## config.mk

```make
export PLATFORM = sky130hd
export DESIGN_NAME = dioc_top
export DESIGN_NICKNAME = d
export VERILOG_FILES = /design/src/dioc_pkg.sv /design/src/dioc_top.sv
export SDC_FILE = /design/constraint.sdc
export NUM_CORES = 2
export LEC_CHECK = 0
export BUFFER_PORTS_ARGS = -buffer_cell sky130_fd_sc_hd__buf_2
export CORE_ASPECT_RATIO = 0.75
export CORE_MARGIN = 3
export CORE_UTILIZATION = 30
export CTS_CLUSTER_SIZE = 16
export DETAILED_ROUTE_END_ITERATION = 16
export GPL_ROUTABILITY_DRIVEN = 0
export PLACE_DENSITY_LB_ADDON = 0.08
export SYNTH_ARGS = -nofsm -noshare
export SYNTH_HDL_FRONTEND = slang
export SYNTH_SLANG_ARGS = --single-unit
```

## constraint.sdc

```tcl
create_clock -name core_clk_in -period 5.84 [get_ports core_clk_in]
set_clock_uncertainty 0.15 [all_clocks]
set_input_delay 0.876 -clock core_clk_in [delete_from_list [all_inputs] [get_ports core_clk_in]]
set_output_delay 0.876 -clock core_clk_in [all_outputs]
set_load 0.03 [all_outputs]
```

## src/dioc_pkg.sv

```systemverilog
// Shared constants, register map and carrier types for the digital I/O counter block.
// Assumes a single 25 MHz core clock and an AXI4-Lite register master.
package dioc_pkg;
   localparam int unsigned CLK_HZ = 25_000_000;
   localparam int unsigned SAMPLE_US = 500;
   localparam int unsigned SAMPLE_CYC = CLK_HZ / 1_000_000 * SAMPLE_US;
   localparam int unsigned NLINES = 8;
   localparam int unsigned PRESCALE = 8;
   localparam logic [7:0] THR_MIN = 8'h01;
   localparam logic [7:0] THR_RST = 8'h01;
   localparam logic [7:0] ALARM_RST = 8'h01;
   localparam logic [7:0] OUT_CAPABLE = 8'h7E;
   // Register byte offsets
   localparam logic [7:0] A_CTRL = 8'h00;
   localparam logic [7:0] A_STAT = 8'h04;
   localparam logic [7:0] A_FILT_EN = 8'h08;
   localparam logic [7:0] A_BOTH_EDGE = 8'h0C;
   localparam logic [7:0] A_INVERT = 8'h10;
   localparam logic [7:0] A_ENC_EN = 8'h14;
   localparam logic [7:0] A_OUT_LVL = 8'h18;
   localparam logic [7:0] A_PULSE_LEN = 8'h1C;
   localparam logic [7:0] A_PULSE_GO = 8'h20;
   localparam logic [7:0] A_LVL_SEL = 8'h24;
   localparam logic [7:0] A_ALARM = 8'h28;
   localparam logic [7:0] A_TIME = 8'h2C;
   localparam logic [7:0] A_THR0 = 8'h40;
   localparam logic [7:0] A_CNT0 = 8'h60;
   localparam logic [7:0] A_TS0 = 8'h80;
   localparam logic [7:0] A_ENC0 = 8'hA0;
   localparam logic [7:0] A_ENCTS0 = 8'hB0;
   localparam logic [1:0] RESP_OKAY = 2'b00;
   localparam logic [1:0] RESP_SLVERR = 2'b10;
   // Line configuration carrier: per-line filter, edge and invert bits, per-pair encoder enables
   typedef struct packed {
      logic [7:0] filt_en;
      logic [7:0] both_edge;
      logic [7:0] invert;
      logic [2:0] enc_en;
   } dioc_cfg_s;
   typedef enum logic {DIOC_STOP, DIOC_RUN} dioc_mode_e;
endpackage

```

## src/dioc_top.sv

```systemverilog
// Eight-line digital input/output block: filters, edge counters, encoders, open-drain outputs.
// Assumes pins synchronous to core_clk_in; registers reached by an AXI4-Lite master.
`timescale 1ns/1ps
`default_nettype none

module dioc_top
   import dioc_pkg::*;
#(
   parameter int unsigned SAMPLE_CYCLES = SAMPLE_CYC
)(
   input wire logic core_clk_in,
   input wire logic rst_in,
   input wire logic [7:0] line_in,
   output logic [7:0] line_oe_out,
   output logic [7:0] line_o_out,
   output logic [1:0] level_sel_out,
   output logic run_out,
   input wire logic [7:0] s_awaddr_in,
   input wire logic s_awvalid_in,
   output logic s_awready_out,
   input wire logic [31:0] s_wdata_in,
   input wire logic [3:0] s_wstrb_in,
   input wire logic s_wvalid_in,
   output logic s_wready_out,
   output logic [1:0] s_bresp_out,
   output logic s_bvalid_out,
   input wire logic s_bready_in,
   input wire logic [7:0] s_araddr_in,
   input wire logic s_arvalid_in,
   output logic s_arready_out,
   output logic [31:0] s_rdata_out,
   output logic [1:0] s_rresp_out,
   output logic s_rvalid_out,
   input wire logic s_rready_in
);
   import dioc_pkg::*;

   ////////////////////////////////////////////////////////////////////////////
   // Registers
   dioc_mode_e mode_ff;
   dioc_cfg_s cfg_ff;
   logic run_pulse;
   logic [7:0] thr_ff [NLINES];
   logic [7:0] alarm_ff;
   logic [7:0] out_lvl_ff;
   logic [15:0] pulse_len_ff;
   logic [7:0] pulse_act_ff;
   logic [15:0] pulse_cnt_ff;
   logic [1:0] lvl_sel_ff;
   logic [31:0] time_ff;
   logic [31:0] tick_cnt_ff;
   logic tick;
   logic [7:0] filt_cnt_ff [NLINES];
   logic [7:0] filt_out_ff;
   logic [7:0] cnt_in_prev_ff;
   logic [31:0] cnt_ff [NLINES];
   logic [31:0] ts_ff [NLINES];
   logic [7:0] since_ff [NLINES];
   logic [7:0] alarm_flag_ff;
   logic [2:0] pre_ff;
   logic pre_q_ff;
   logic [31:0] enc_ff [3];
   logic [31:0] enc_ts_ff [3];
   logic [1:0] enc_prev_ff [3];
   logic [7:0] samp;
   logic [7:0] enc_lines;
   logic [7:0] cnt_step;
   logic fast_prev_ff;
   logic [7:0] alarm_clr;

   ////////////////////////////////////////////////////////////////////////////
   // AXI4-Lite slave
   logic [7:0] awaddr_ff;
   logic aw_have_ff;
   logic [31:0] wdata_ff;
   logic [3:0] wstrb_ff;
   logic w_have_ff;
   logic wr_go;
   logic [31:0] wmask;
   assign wr_go = aw_have_ff & w_have_ff & ~s_bvalid_out;
   assign wmask = {{8{wstrb_ff[3]}}, {8{wstrb_ff[2]}}, {8{wstrb_ff[1]}}, {8{wstrb_ff[0]}}};

   // Address and data capture in either order
   always_ff @(posedge core_clk_in)
   begin
      if (rst_in)
      begin
         aw_have_ff <= 1'b0;
         w_have_ff <= 1'b0;
         awaddr_ff <= 8'h00;
         wdata_ff <= 32'h0000_0000;
         wstrb_ff <= 4'h0;
      end
      else
      begin
         if (s_awvalid_in & s_awready_out)
         begin
            aw_have_ff <= 1'b1;
            awaddr_ff <= s_awaddr_in;
         end
         else if (wr_go)
            aw_have_ff <= 1'b0;
         if (s_wvalid_in & s_wready_out)
         begin
            w_have_ff <= 1'b1;
            wdata_ff <= s_wdata_in;
            wstrb_ff <= s_wstrb_in;
         end
         else if (wr_go)
            w_have_ff <= 1'b0;
      end
   end

   // Ready flags and write response
   always_ff @(posedge core_clk_in)
   begin
      if (rst_in)
      begin
         s_awready_out <= 1'b0;
         s_wready_out <= 1'b0;
         s_bvalid_out <= 1'b0;
         s_bresp_out <= RESP_OKAY;
      end
      else
      begin
         s_awready_out <= ~aw_have_ff & ~(s_awvalid_in & s_awready_out) & ~s_bvalid_out;
         s_wready_out <= ~w_have_ff & ~(s_wvalid_in & s_wready_out) & ~s_bvalid_out;
         if (wr_go)
         begin
            s_bvalid_out <= 1'b1;
            s_bresp_out <= (awaddr_ff < A_THR0 && awaddr_ff > A_TIME) ? RESP_SLVERR : RESP_OKAY;
         end
         else if (s_bready_in)
            s_bvalid_out <= 1'b0;
      end
   end

   // Read mux
   logic [31:0] rd_mux;
   logic rd_ok;
   always_comb
   begin
      rd_mux = 32'h0000_0000;
      rd_ok = 1'b1;
      if (s_araddr_in >= A_THR0 && s_araddr_in < A_CNT0)
         rd_mux = {24'h00_0000, thr_ff[s_araddr_in[4:2]]};
      else if (s_araddr_in >= A_CNT0 && s_araddr_in < A_TS0)
         rd_mux = cnt_ff[s_araddr_in[4:2]];
      else if (s_araddr_in >= A_TS0 && s_araddr_in < A_ENC0)
         rd_mux = ts_ff[s_araddr_in[4:2]];
      else if (s_araddr_in >= A_ENC0 && s_araddr_in < A_ENC0 + 8'h0C)
         rd_mux = enc_ff[s_araddr_in[3:2]];
      else if (s_araddr_in >= A_ENCTS0 && s_araddr_in < A_ENCTS0 + 8'h0C)
         rd_mux = enc_ts_ff[s_araddr_in[3:2]];
      else
         unique case (s_araddr_in)
            A_CTRL: rd_mux = {31'h0000_0000, mode_ff == DIOC_RUN};
            A_STAT: rd_mux = {16'h0000, filt_out_ff, alarm_flag_ff};
            A_FILT_EN: rd_mux = {24'h00_0000, cfg_ff.filt_en};
            A_BOTH_EDGE: rd_mux = {24'h00_0000, cfg_ff.both_edge};
            A_INVERT: rd_mux = {24'h00_0000, cfg_ff.invert};
            A_ENC_EN: rd_mux = {29'h0000_0000, cfg_ff.enc_en};
            A_OUT_LVL: rd_mux = {24'h00_0000, out_lvl_ff};
            A_PULSE_LEN: rd_mux = {16'h0000, pulse_len_ff};
            A_PULSE_GO: rd_mux = {24'h00_0000, pulse_act_ff};
            A_LVL_SEL: rd_mux = {30'h0000_0000, lvl_sel_ff};
            A_ALARM: rd_mux = {24'h00_0000, alarm_ff};
            A_TIME: rd_mux = time_ff;
            default: rd_ok = 1'b0;
         endcase
   end

   // Read channel
   always_ff @(posedge core_clk_in)
   begin
      if (rst_in)
      begin
         s_arready_out <= 1'b0;
         s_rvalid_out <= 1'b0;
         s_rdata_out <= 32'h0000_0000;
         s_rresp_out <= RESP_OKAY;
      end
      else if (s_arvalid_in & s_arready_out)
      begin
         s_arready_out <= 1'b0;
         s_rvalid_out <= 1'b1;
         s_rdata_out <= rd_mux;
         s_rresp_out <= rd_ok ? RESP_OKAY : RESP_SLVERR;
      end
      else if (s_rvalid_out)
      begin
         if (s_rready_in)
            s_rvalid_out <= 1'b0;
      end
      else
         s_arready_out <= 1'b1;
   end

   ////////////////////////////////////////////////////////////////////////////
   // Control registers
   assign run_pulse = wr_go && awaddr_ff == A_CTRL && wstrb_ff[0] && wdata_ff[0] && mode_ff == DIOC_STOP;
   always_ff @(posedge core_clk_in)
   begin
      if (rst_in)
      begin
         mode_ff <= DIOC_STOP;
         cfg_ff <= '0;
         out_lvl_ff <= 8'h00;
         pulse_len_ff <= 16'h0001;
         lvl_sel_ff <= 2'b00;
         alarm_ff <= ALARM_RST;
      end
      else if (wr_go)
      begin
         unique case (awaddr_ff)
            A_CTRL: if (wstrb_ff[0]) mode_ff <= wdata_ff[0] ? DIOC_RUN : DIOC_STOP;
            A_FILT_EN: cfg_ff.filt_en <= (cfg_ff.filt_en & ~wmask[7:0]) | (wdata_ff[7:0] & wmask[7:0]);
            A_BOTH_EDGE: cfg_ff.both_edge <= (cfg_ff.both_edge & ~wmask[7:0]) | (wdata_ff[7:0] & wmask[7:0]);
            A_INVERT: cfg_ff.invert <= (cfg_ff.invert & ~wmask[7:0]) | (wdata_ff[7:0] & wmask[7:0]);
            A_ENC_EN: if (wstrb_ff[0]) cfg_ff.enc_en <= wdata_ff[2:0];
            A_OUT_LVL: if (wstrb_ff[0]) out_lvl_ff <= wdata_ff[7:0] & OUT_CAPABLE;
            A_PULSE_LEN: pulse_len_ff <= (pulse_len_ff & ~wmask[15:0]) | (wdata_ff[15:0] & wmask[15:0]);
            A_LVL_SEL: if (wstrb_ff[0]) lvl_sel_ff <= wdata_ff[1:0];
            A_ALARM: if (wstrb_ff[0] && wdata_ff[7:0] >= THR_MIN) alarm_ff <= wdata_ff[7:0];
            default: ;
         endcase
      end
   end
   assign alarm_clr = (wr_go && awaddr_ff == A_STAT && wstrb_ff[0]) ? wdata_ff[7:0] : 8'h00;

   ////////////////////////////////////////////////////////////////////////////
   // Sample tick and timebase
   always_ff @(posedge core_clk_in)
   begin
      if (rst_in || mode_ff == DIOC_STOP)
         tick_cnt_ff <= 32'h0000_0000;
      else if (tick)
         tick_cnt_ff <= 32'h0000_0000;
      else
         tick_cnt_ff <= tick_cnt_ff + 32'h0000_0001;
   end
   assign tick = (mode_ff == DIOC_RUN) && (tick_cnt_ff == SAMPLE_CYCLES - 1);

   // Timestamp clock in sample ticks
   always_ff @(posedge core_clk_in)
   begin
      if (rst_in || run_pulse)
         time_ff <= 32'h0000_0000;
      else if (tick)
         time_ff <= time_ff + 32'h0000_0001;
   end

   ////////////////////////////////////////////////////////////////////////////
   // Fast line prescaler, toggles every eight of its own rising samples (divide by sixteen)
   always_ff @(posedge core_clk_in)
   begin
      if (rst_in)
      begin
         pre_ff <= 3'h0;
         pre_q_ff <= 1'b0;
         fast_prev_ff <= 1'b0;
      end
      else if (run_pulse)
         fast_prev_ff <= line_in[0];
      else if (tick)
      begin
         fast_prev_ff <= line_in[0];
         if (line_in[0] && !fast_prev_ff)
         begin
            pre_ff <= pre_ff + 3'h1;
            if (pre_ff == 3'(PRESCALE - 1))
               pre_q_ff <= ~pre_q_ff;
         end
      end
   end
   assign samp = {line_in[7:1], pre_q_ff};

   // Lines owned by an enabled encoder pair; pair one-two never encodes
   assign enc_lines = {{2{cfg_ff.enc_en[2]}}, {2{cfg_ff.enc_en[1]}}, {2{cfg_ff.enc_en[0]}}, 2'b00};

   ////////////////////////////////////////////////////////////////////////////
   // Per-line filter and counter
   genvar g;
   generate
      for (g = 0; g < NLINES; g++)
      begin : g_line
         logic enc_line;
         logic src;
         assign enc_line = enc_lines[g];
         assign src = ((cfg_ff.filt_en[g] && !enc_line) ? filt_out_ff[g] : samp[g]) ^ cfg_ff.invert[g];
         assign cnt_step[g] = tick && !enc_line &&
            (cfg_ff.both_edge[g] ? (src != cnt_in_prev_ff[g]) : (src && !cnt_in_prev_ff[g]));

         // Threshold register
         always_ff @(posedge core_clk_in)
         begin
            if (rst_in)
               thr_ff[g] <= THR_RST;
            else if (wr_go && awaddr_ff == A_THR0 + 8'(4 * g) && wstrb_ff[0] && wdata_ff[7:0] >= THR_MIN)
               thr_ff[g] <= wdata_ff[7:0];
         end

         // Up-down filter
         always_ff @(posedge core_clk_in)
         begin
            if (rst_in)
            begin
               filt_cnt_ff[g] <= 8'h00;
               filt_out_ff[g] <= 1'b0;
            end
            else if (run_pulse)
            begin
               filt_out_ff[g] <= samp[g];
               filt_cnt_ff[g] <= samp[g] ? thr_ff[g] : 8'h00;
            end
            else if (tick)
            begin
               if (samp[g] && filt_cnt_ff[g] < thr_ff[g])
                  filt_cnt_ff[g] <= filt_cnt_ff[g] + 8'h01;
               else if (!samp[g] && filt_cnt_ff[g] != 8'h00)
                  filt_cnt_ff[g] <= filt_cnt_ff[g] - 8'h01;
               if (samp[g] && {1'b0, filt_cnt_ff[g]} + 9'h001 >= {1'b0, thr_ff[g]})
                  filt_out_ff[g] <= 1'b1;
               else if (!samp[g] && filt_cnt_ff[g] <= 8'h01)
                  filt_out_ff[g] <= 1'b0;
            end
         end

         // Edge counter, timestamp and alarm
         always_ff @(posedge core_clk_in)
         begin
            if (rst_in)
            begin
               cnt_ff[g] <= 32'h0000_0000;
               ts_ff[g] <= 32'h0000_0000;
               since_ff[g] <= 8'h00;
               alarm_flag_ff[g] <= 1'b0;
               cnt_in_prev_ff[g] <= 1'b0;
            end
            else
            begin
               if (run_pulse)
                  cnt_in_prev_ff[g] <= samp[g] ^ cfg_ff.invert[g];
               else if (tick)
                  cnt_in_prev_ff[g] <= src;
               if (cnt_step[g])
               begin
                  cnt_ff[g] <= cnt_ff[g] + 32'h0000_0001;
                  ts_ff[g] <= time_ff;
               end
               if (cnt_step[g] && since_ff[g] + 8'h01 >= alarm_ff)
                  since_ff[g] <= 8'h00;
               else if (cnt_step[g])
                  since_ff[g] <= since_ff[g] + 8'h01;
               // Set wins over software clear
               if (cnt_step[g] && since_ff[g] + 8'h01 >= alarm_ff)
                  alarm_flag_ff[g] <= 1'b1;
               else if (alarm_clr[g])
                  alarm_flag_ff[g] <= 1'b0;
            end
         end
      end
   endgenerate

   ////////////////////////////////////////////////////////////////////////////
   // Quadrature encoders on pairs 3-4, 5-6, 7-8
   generate
      for (g = 0; g < 3; g++)
      begin : g_enc
         logic [1:0] ab;
         assign ab = {samp[2 * g + 3], samp[2 * g + 2]};
         always_ff @(posedge core_clk_in)
         begin
            if (rst_in)
            begin
               enc_ff[g] <= 32'h0000_0000;
               enc_ts_ff[g] <= 32'h0000_0000;
               enc_prev_ff[g] <= 2'b00;
            end
            else if (run_pulse)
               enc_prev_ff[g] <= ab;
            else if (tick)
            begin
               // Phase history kept while disabled so enabling adds no false step
               enc_prev_ff[g] <= ab;
               if (!cfg_ff.enc_en[g])
                  enc_ff[g] <= enc_ff[g];
               else if ({enc_prev_ff[g], ab} == 4'b0001 || {enc_prev_ff[g], ab} == 4'b0111 ||
                   {enc_prev_ff[g], ab} == 4'b1110 || {enc_prev_ff[g], ab} == 4'b1000)
               begin
                  enc_ff[g] <= enc_ff[g] + 32'h0000_0001;
                  enc_ts_ff[g] <= time_ff;
               end
               else if ({enc_prev_ff[g], ab} == 4'b0010 || {enc_prev_ff[g], ab} == 4'b1011 ||
                        {enc_prev_ff[g], ab} == 4'b1101 || {enc_prev_ff[g], ab} == 4'b0100)
               begin
                  enc_ff[g] <= enc_ff[g] - 32'h0000_0001;
                  enc_ts_ff[g] <= time_ff;
               end
            end
         end
      end
   endgenerate

   ////////////////////////////////////////////////////////////////////////////
   // Output pulse timer, counts sample ticks, ignored when stopped
   always_ff @(posedge core_clk_in)
   begin
      if (rst_in)
      begin
         pulse_act_ff <= 8'h00;
         pulse_cnt_ff <= 16'h0000;
      end
      else if (wr_go && awaddr_ff == A_PULSE_GO && wstrb_ff[0] && mode_ff == DIOC_RUN)
      begin
         pulse_act_ff <= wdata_ff[7:0] & OUT_CAPABLE;
         pulse_cnt_ff <= pulse_len_ff;
      end
      else if (tick && pulse_act_ff != 8'h00)
      begin
         if (pulse_cnt_ff <= 16'h0001)
            pulse_act_ff <= 8'h00;
         pulse_cnt_ff <= pulse_cnt_ff - 16'h0001;
      end
   end

   // Open-drain pins: on sinks the pin low, off releases it
   always_ff @(posedge core_clk_in)
   begin
      if (rst_in)
      begin
         line_oe_out <= 8'h00;
         line_o_out <= 8'h00;
         level_sel_out <= 2'b00;
         run_out <= 1'b0;
      end
      else
      begin
         line_oe_out <= (out_lvl_ff | pulse_act_ff) & OUT_CAPABLE;
         line_o_out <= 8'h00;
         level_sel_out <= lvl_sel_ff;
         run_out <= mode_ff == DIOC_RUN;
      end
   end

   ////////////////////////////////////////////////////////////////////////////
   // Checks
   a_no_tick_stop: assert property (@(posedge core_clk_in) disable iff (rst_in)
      mode_ff == DIOC_STOP && !run_pulse |=> $stable(time_ff) && $stable(filt_out_ff))
      else $error("sampling while stopped");
   a_filt_sat: assert property (@(posedge core_clk_in) disable iff (rst_in)
      filt_cnt_ff[0] <= thr_ff[0] || $changed(thr_ff[0]) || run_pulse || $past(run_pulse))
      else $error("filter above threshold");
   a_input_only: assert property (@(posedge core_clk_in) disable iff (rst_in)
      !line_oe_out[0] && !line_oe_out[7]) else $error("input-only line driven");
   a_cnt_inc: assert property (@(posedge core_clk_in) disable iff (rst_in)
      cnt_step[1] |=> cnt_ff[1] == $past(cnt_ff[1]) + 32'h0000_0001) else $error("counter step");
   a_ts_cap: assert property (@(posedge core_clk_in) disable iff (rst_in)
      cnt_step[2] |=> ts_ff[2] == $past(time_ff)) else $error("timestamp");
   a_pulse_oe: assert property (@(posedge core_clk_in) disable iff (rst_in)
      pulse_act_ff[3] |=> line_oe_out[3]) else $error("pulse not driven");
   a_run_load: assert property (@(posedge core_clk_in) disable iff (rst_in)
      run_pulse |=> filt_out_ff[4] == $past(samp[4])) else $error("filter preload");
   a_sink_only: assert property (@(posedge core_clk_in) disable iff (rst_in)
      out_lvl_ff[5] |=> line_oe_out[5] && line_o_out == 8'h00) else $error("output one not sunk");
endmodule // dioc_top
`default_nettype wire

```

==> flow_summary.toml <==
[placed_design]
io_buffers = 96
place_area_mm2 = 0.0702
hpwl_mm = 154

[logic_synthesis]
ys_types = 81
synthArstFlopShare_pct = 0
synth_largest_area_cell = "edfxtp_1"
yosysMostFrequentCell = "edfxtp_1"
synth_area_leaders = "edfxtp_1, dfxtp_1, mux4_2"
syn-instance-count = 6247
syn_area_mm2 = 0.0662
synth-main-ff-cell = "edfxtp_1"
synth_top_area_share_pct = 40.9
synth-seq-cells = 1153
synth_warnings = 0
synth_seq_area_share_pct = 48.5
syn_avg_cell_area_um2 = 10.6
synth-edff-count = 902
synth_common_cells = "edfxtp_1, nor2_1, nand2_1"

[grt]
grt_pass1_vias = 46945
grt_max_degree = 117
busiest_layer = "met1"
grt.total_usage_pct = 19.4
met1_usage_pct = 30.9
grt_use_met3_pct = 2.63
grtUsageMet2_pct = 27.8
overflow = 0
grt_pass1_wl_mm = 332
grt_antenna_before_repair = 19

[clock_network]
cts_tree = "done"
cts_resized = 0
cts_hold_buffers = 0
clk_latency_ns = 0.80
path_clk_slew_ns = 0.07
cts_made_buffers = 147
cts.sinks = 1153
post_cts_buffers = 0
root_buffer = "clkbuf_16"
ctsHtreeMaxLevel = 4
cts_buffer_depth = 4

[detailed_routing]
ant_nets = 0
drtPass1Iterations = 7
first_iter_violations = 4243
vias = 48306
drc = 0
viasPerCell = 5.21
avgRoutedWirePerCell_um = 24.2
wl_mm = 224

[worst_setup_path]
critPathCaptureType = "flop"
crit_family = "simple AND/OR/NAND/NOR gates"
worstPathCellList = "nor4_1, nand3_1, or4_4, nor2_4, nand4_1, inv_1, buf_4, ha_1, a21oi_1, nand2_1, a311oi_1, o211ai_1, a31o_2, a221o_1, o41ai_1, xnor2_1, nor2_1"
worstPathMaxFanout = 9
worst_setup_path_start_kind = "flop"
worstPathRequired_ns = 6.20
cp.arrival_ns = 5.83
cpPeakStageDelay_ns = 0.65
cpMaxStageDelayCell = "or4_4"
r2r_setup_slack_ns = 0.37
critical_path_class = "flop to flop"
path_buf_inv = 2

[power_and_ir_drop]
internal-power_mw = 15.1
peakVddDrop_mv = 0.210
p_leak_nw = 27.1
p_sw_mw = 5.07
seqPwrFrac_pct = 47.1
comb_power_share_pct = 7.9
power_mw = 20.1
p_sw_share_pct = 25.2
p_per_area_mw_per_mm2 = 269
pwr-share-clk_pct = 45.0

[timing]
hold_viol = 0
max_freq_mhz = 183
tightest_slew_ns = 1.22
min_period_over_period_pct = 93.7
final_max_slew_viol_count = 0
slew_headroom_pct = 17.9
fin_setup_tns_ns = 0
period_needed_ns = 5.47
setup_viol = 0
hold_slack_ns = 0.160
rsz0062_at_grt = "false"

[final_layout]
multi_input_area_mm2 = 0.0323
final_area_mm2 = 0.0748
drive_gt1_share_pct = 11.4
nets = 6592
seq_area_mm2 = 0.0321
area_delta_synth_final_pct = 13.1
fillers = 21939
fin_util_pct = 34.3

[worst_hold_path]
hold_class = "input pin to flop"

[floorplan]
start_util_pct = 30.3
dieArea_mm2 = 0.226
dieWidth_um = 548
ios = 127
core_mm2 = 0.218
fp-row-count = 148
die_y_um = 413

[run]
drv_cap = 0

[status]
outcome = "finished, final reports clean"
-- cells in the final DEF (no fill, tap or decap), types with 157 or more instances in the layout --
cell,instances
edfxtp_1,902
nor2_1,723
nand2_1,431
and3_1,305
a21oi_1,301
xor2_1,291
ha_1,288
nand3_1,266
dfxtp_1,251
and2_1,221
xnor2_1,219
o21ai_0,193
mux2i_1,162
mux4_2,161
inv_1,157
-- power by group through the flow --
stage,Combinational [mW],Sequential [mW],Clock [mW]
3_3_place_gp,1.60,9.65,0
2_1_floorplan,1.06,9.53,0
6_report,1.59,9.48,9.07
4_1_cts,1.62,9.48,9.34
3_5_place_dp,1.61,9.65,0
5_1_grt,1.74,9.52,9.63
-- worst paths after layout --
check	depth (start not counted)	endpoint	from
worst min register to register	1	s_wready_out$_SDFF_PP0_	w_have_ff$_SDFFE_PP0P_
worst min-delay path	3	wdata_ff[1]$_SDFFE_PP0P_	s_wdata_in[1]
worst max register to register	17	enc_ff[2][31]$_SDFFCE_PN0P_	tick_cnt_ff[2]$_SDFF_PP0_
worst max-delay path	17	enc_ff[2][31]$_SDFFCE_PN0P_	tick_cnt_ff[2]$_SDFF_PP0_
-- worst reg2reg max path, stage by stage (launching register included) --
cell and delay [ns]:
dfxtp_1 0.34, nor4_1 0.37, nand3_1 0.24, or4_4 0.65, nor2_4 0.17, nand4_1 0.38, inv_1 0.20, buf_4 0.20
ha_1 0.31, a21oi_1 0.26, nand2_1 0.10, a311oi_1 0.37, o211ai_1 0.22, a31o_2 0.32, a221o_1 0.32, o41ai_1 0.35
xnor2_1 0.16, nor2_1 0.05
-- sequential cells by signal, indices dropped and copies added, names as in the netlist, 16 cells and up, named ones only --
name and flops:
cnt_ff 256, enc_ff 96, enc_ts_ff 96, filt_cnt_ff 64, pulse_cnt_ff 16, s_rdata_out 32, since_ff 64, thr_ff 64
tick_cnt_ff 32, time_ff 32, ts_ff 256, wdata_ff 16
-- layout make-up --
cell class | instances | area share, %
Multi-Input combinational cell | 4560 | 43.2
Timing Repair Buffer | 216 | 2.02
Antenna cell | 9 | 0.0301
Sequential cell | 1153 | 42.9
Inverter | 158 | 0.793
Clock inverter | 54 | 0.612
Clock buffer | 201 | 5.58
Tap cell | 2925 | 4.89
-- metrics by stage --
| step | setup slack, ns | instances |
|---|---|---|
| 6_report | 0.368 | 9276 |
| 5_1_grt | 0.0994 | 9267 |
| 4_1_cts | 0.0816 | 9267 |
| 3_5_place_dp | 0.131 | 9012 |
| 3_3_place_gp | 0.243 | 9012 |
| 2_1_floorplan | 0.663 | 6258 |
-- layer usage --
metal  wire length [um]  part of all wire, %
met5                  0                    0
met4               3450                  1.5
met3              11100                  4.9
met2              92600                   41
met1             117000                   52
-- cell families after synthesis --
kind of cell / share of synthesized area (%)
muxes: 8.69
DFF: 48.5
xor gates and xnor gates: 6.75
buffers and inverters: 3.20
AOI/OAI and AO/OA: 8.59
and+or+nand+nor: 18.8
other: 0.00567
adders and majority gates: 5.48
No activity file was read; power rests on OpenSTA's default activity.
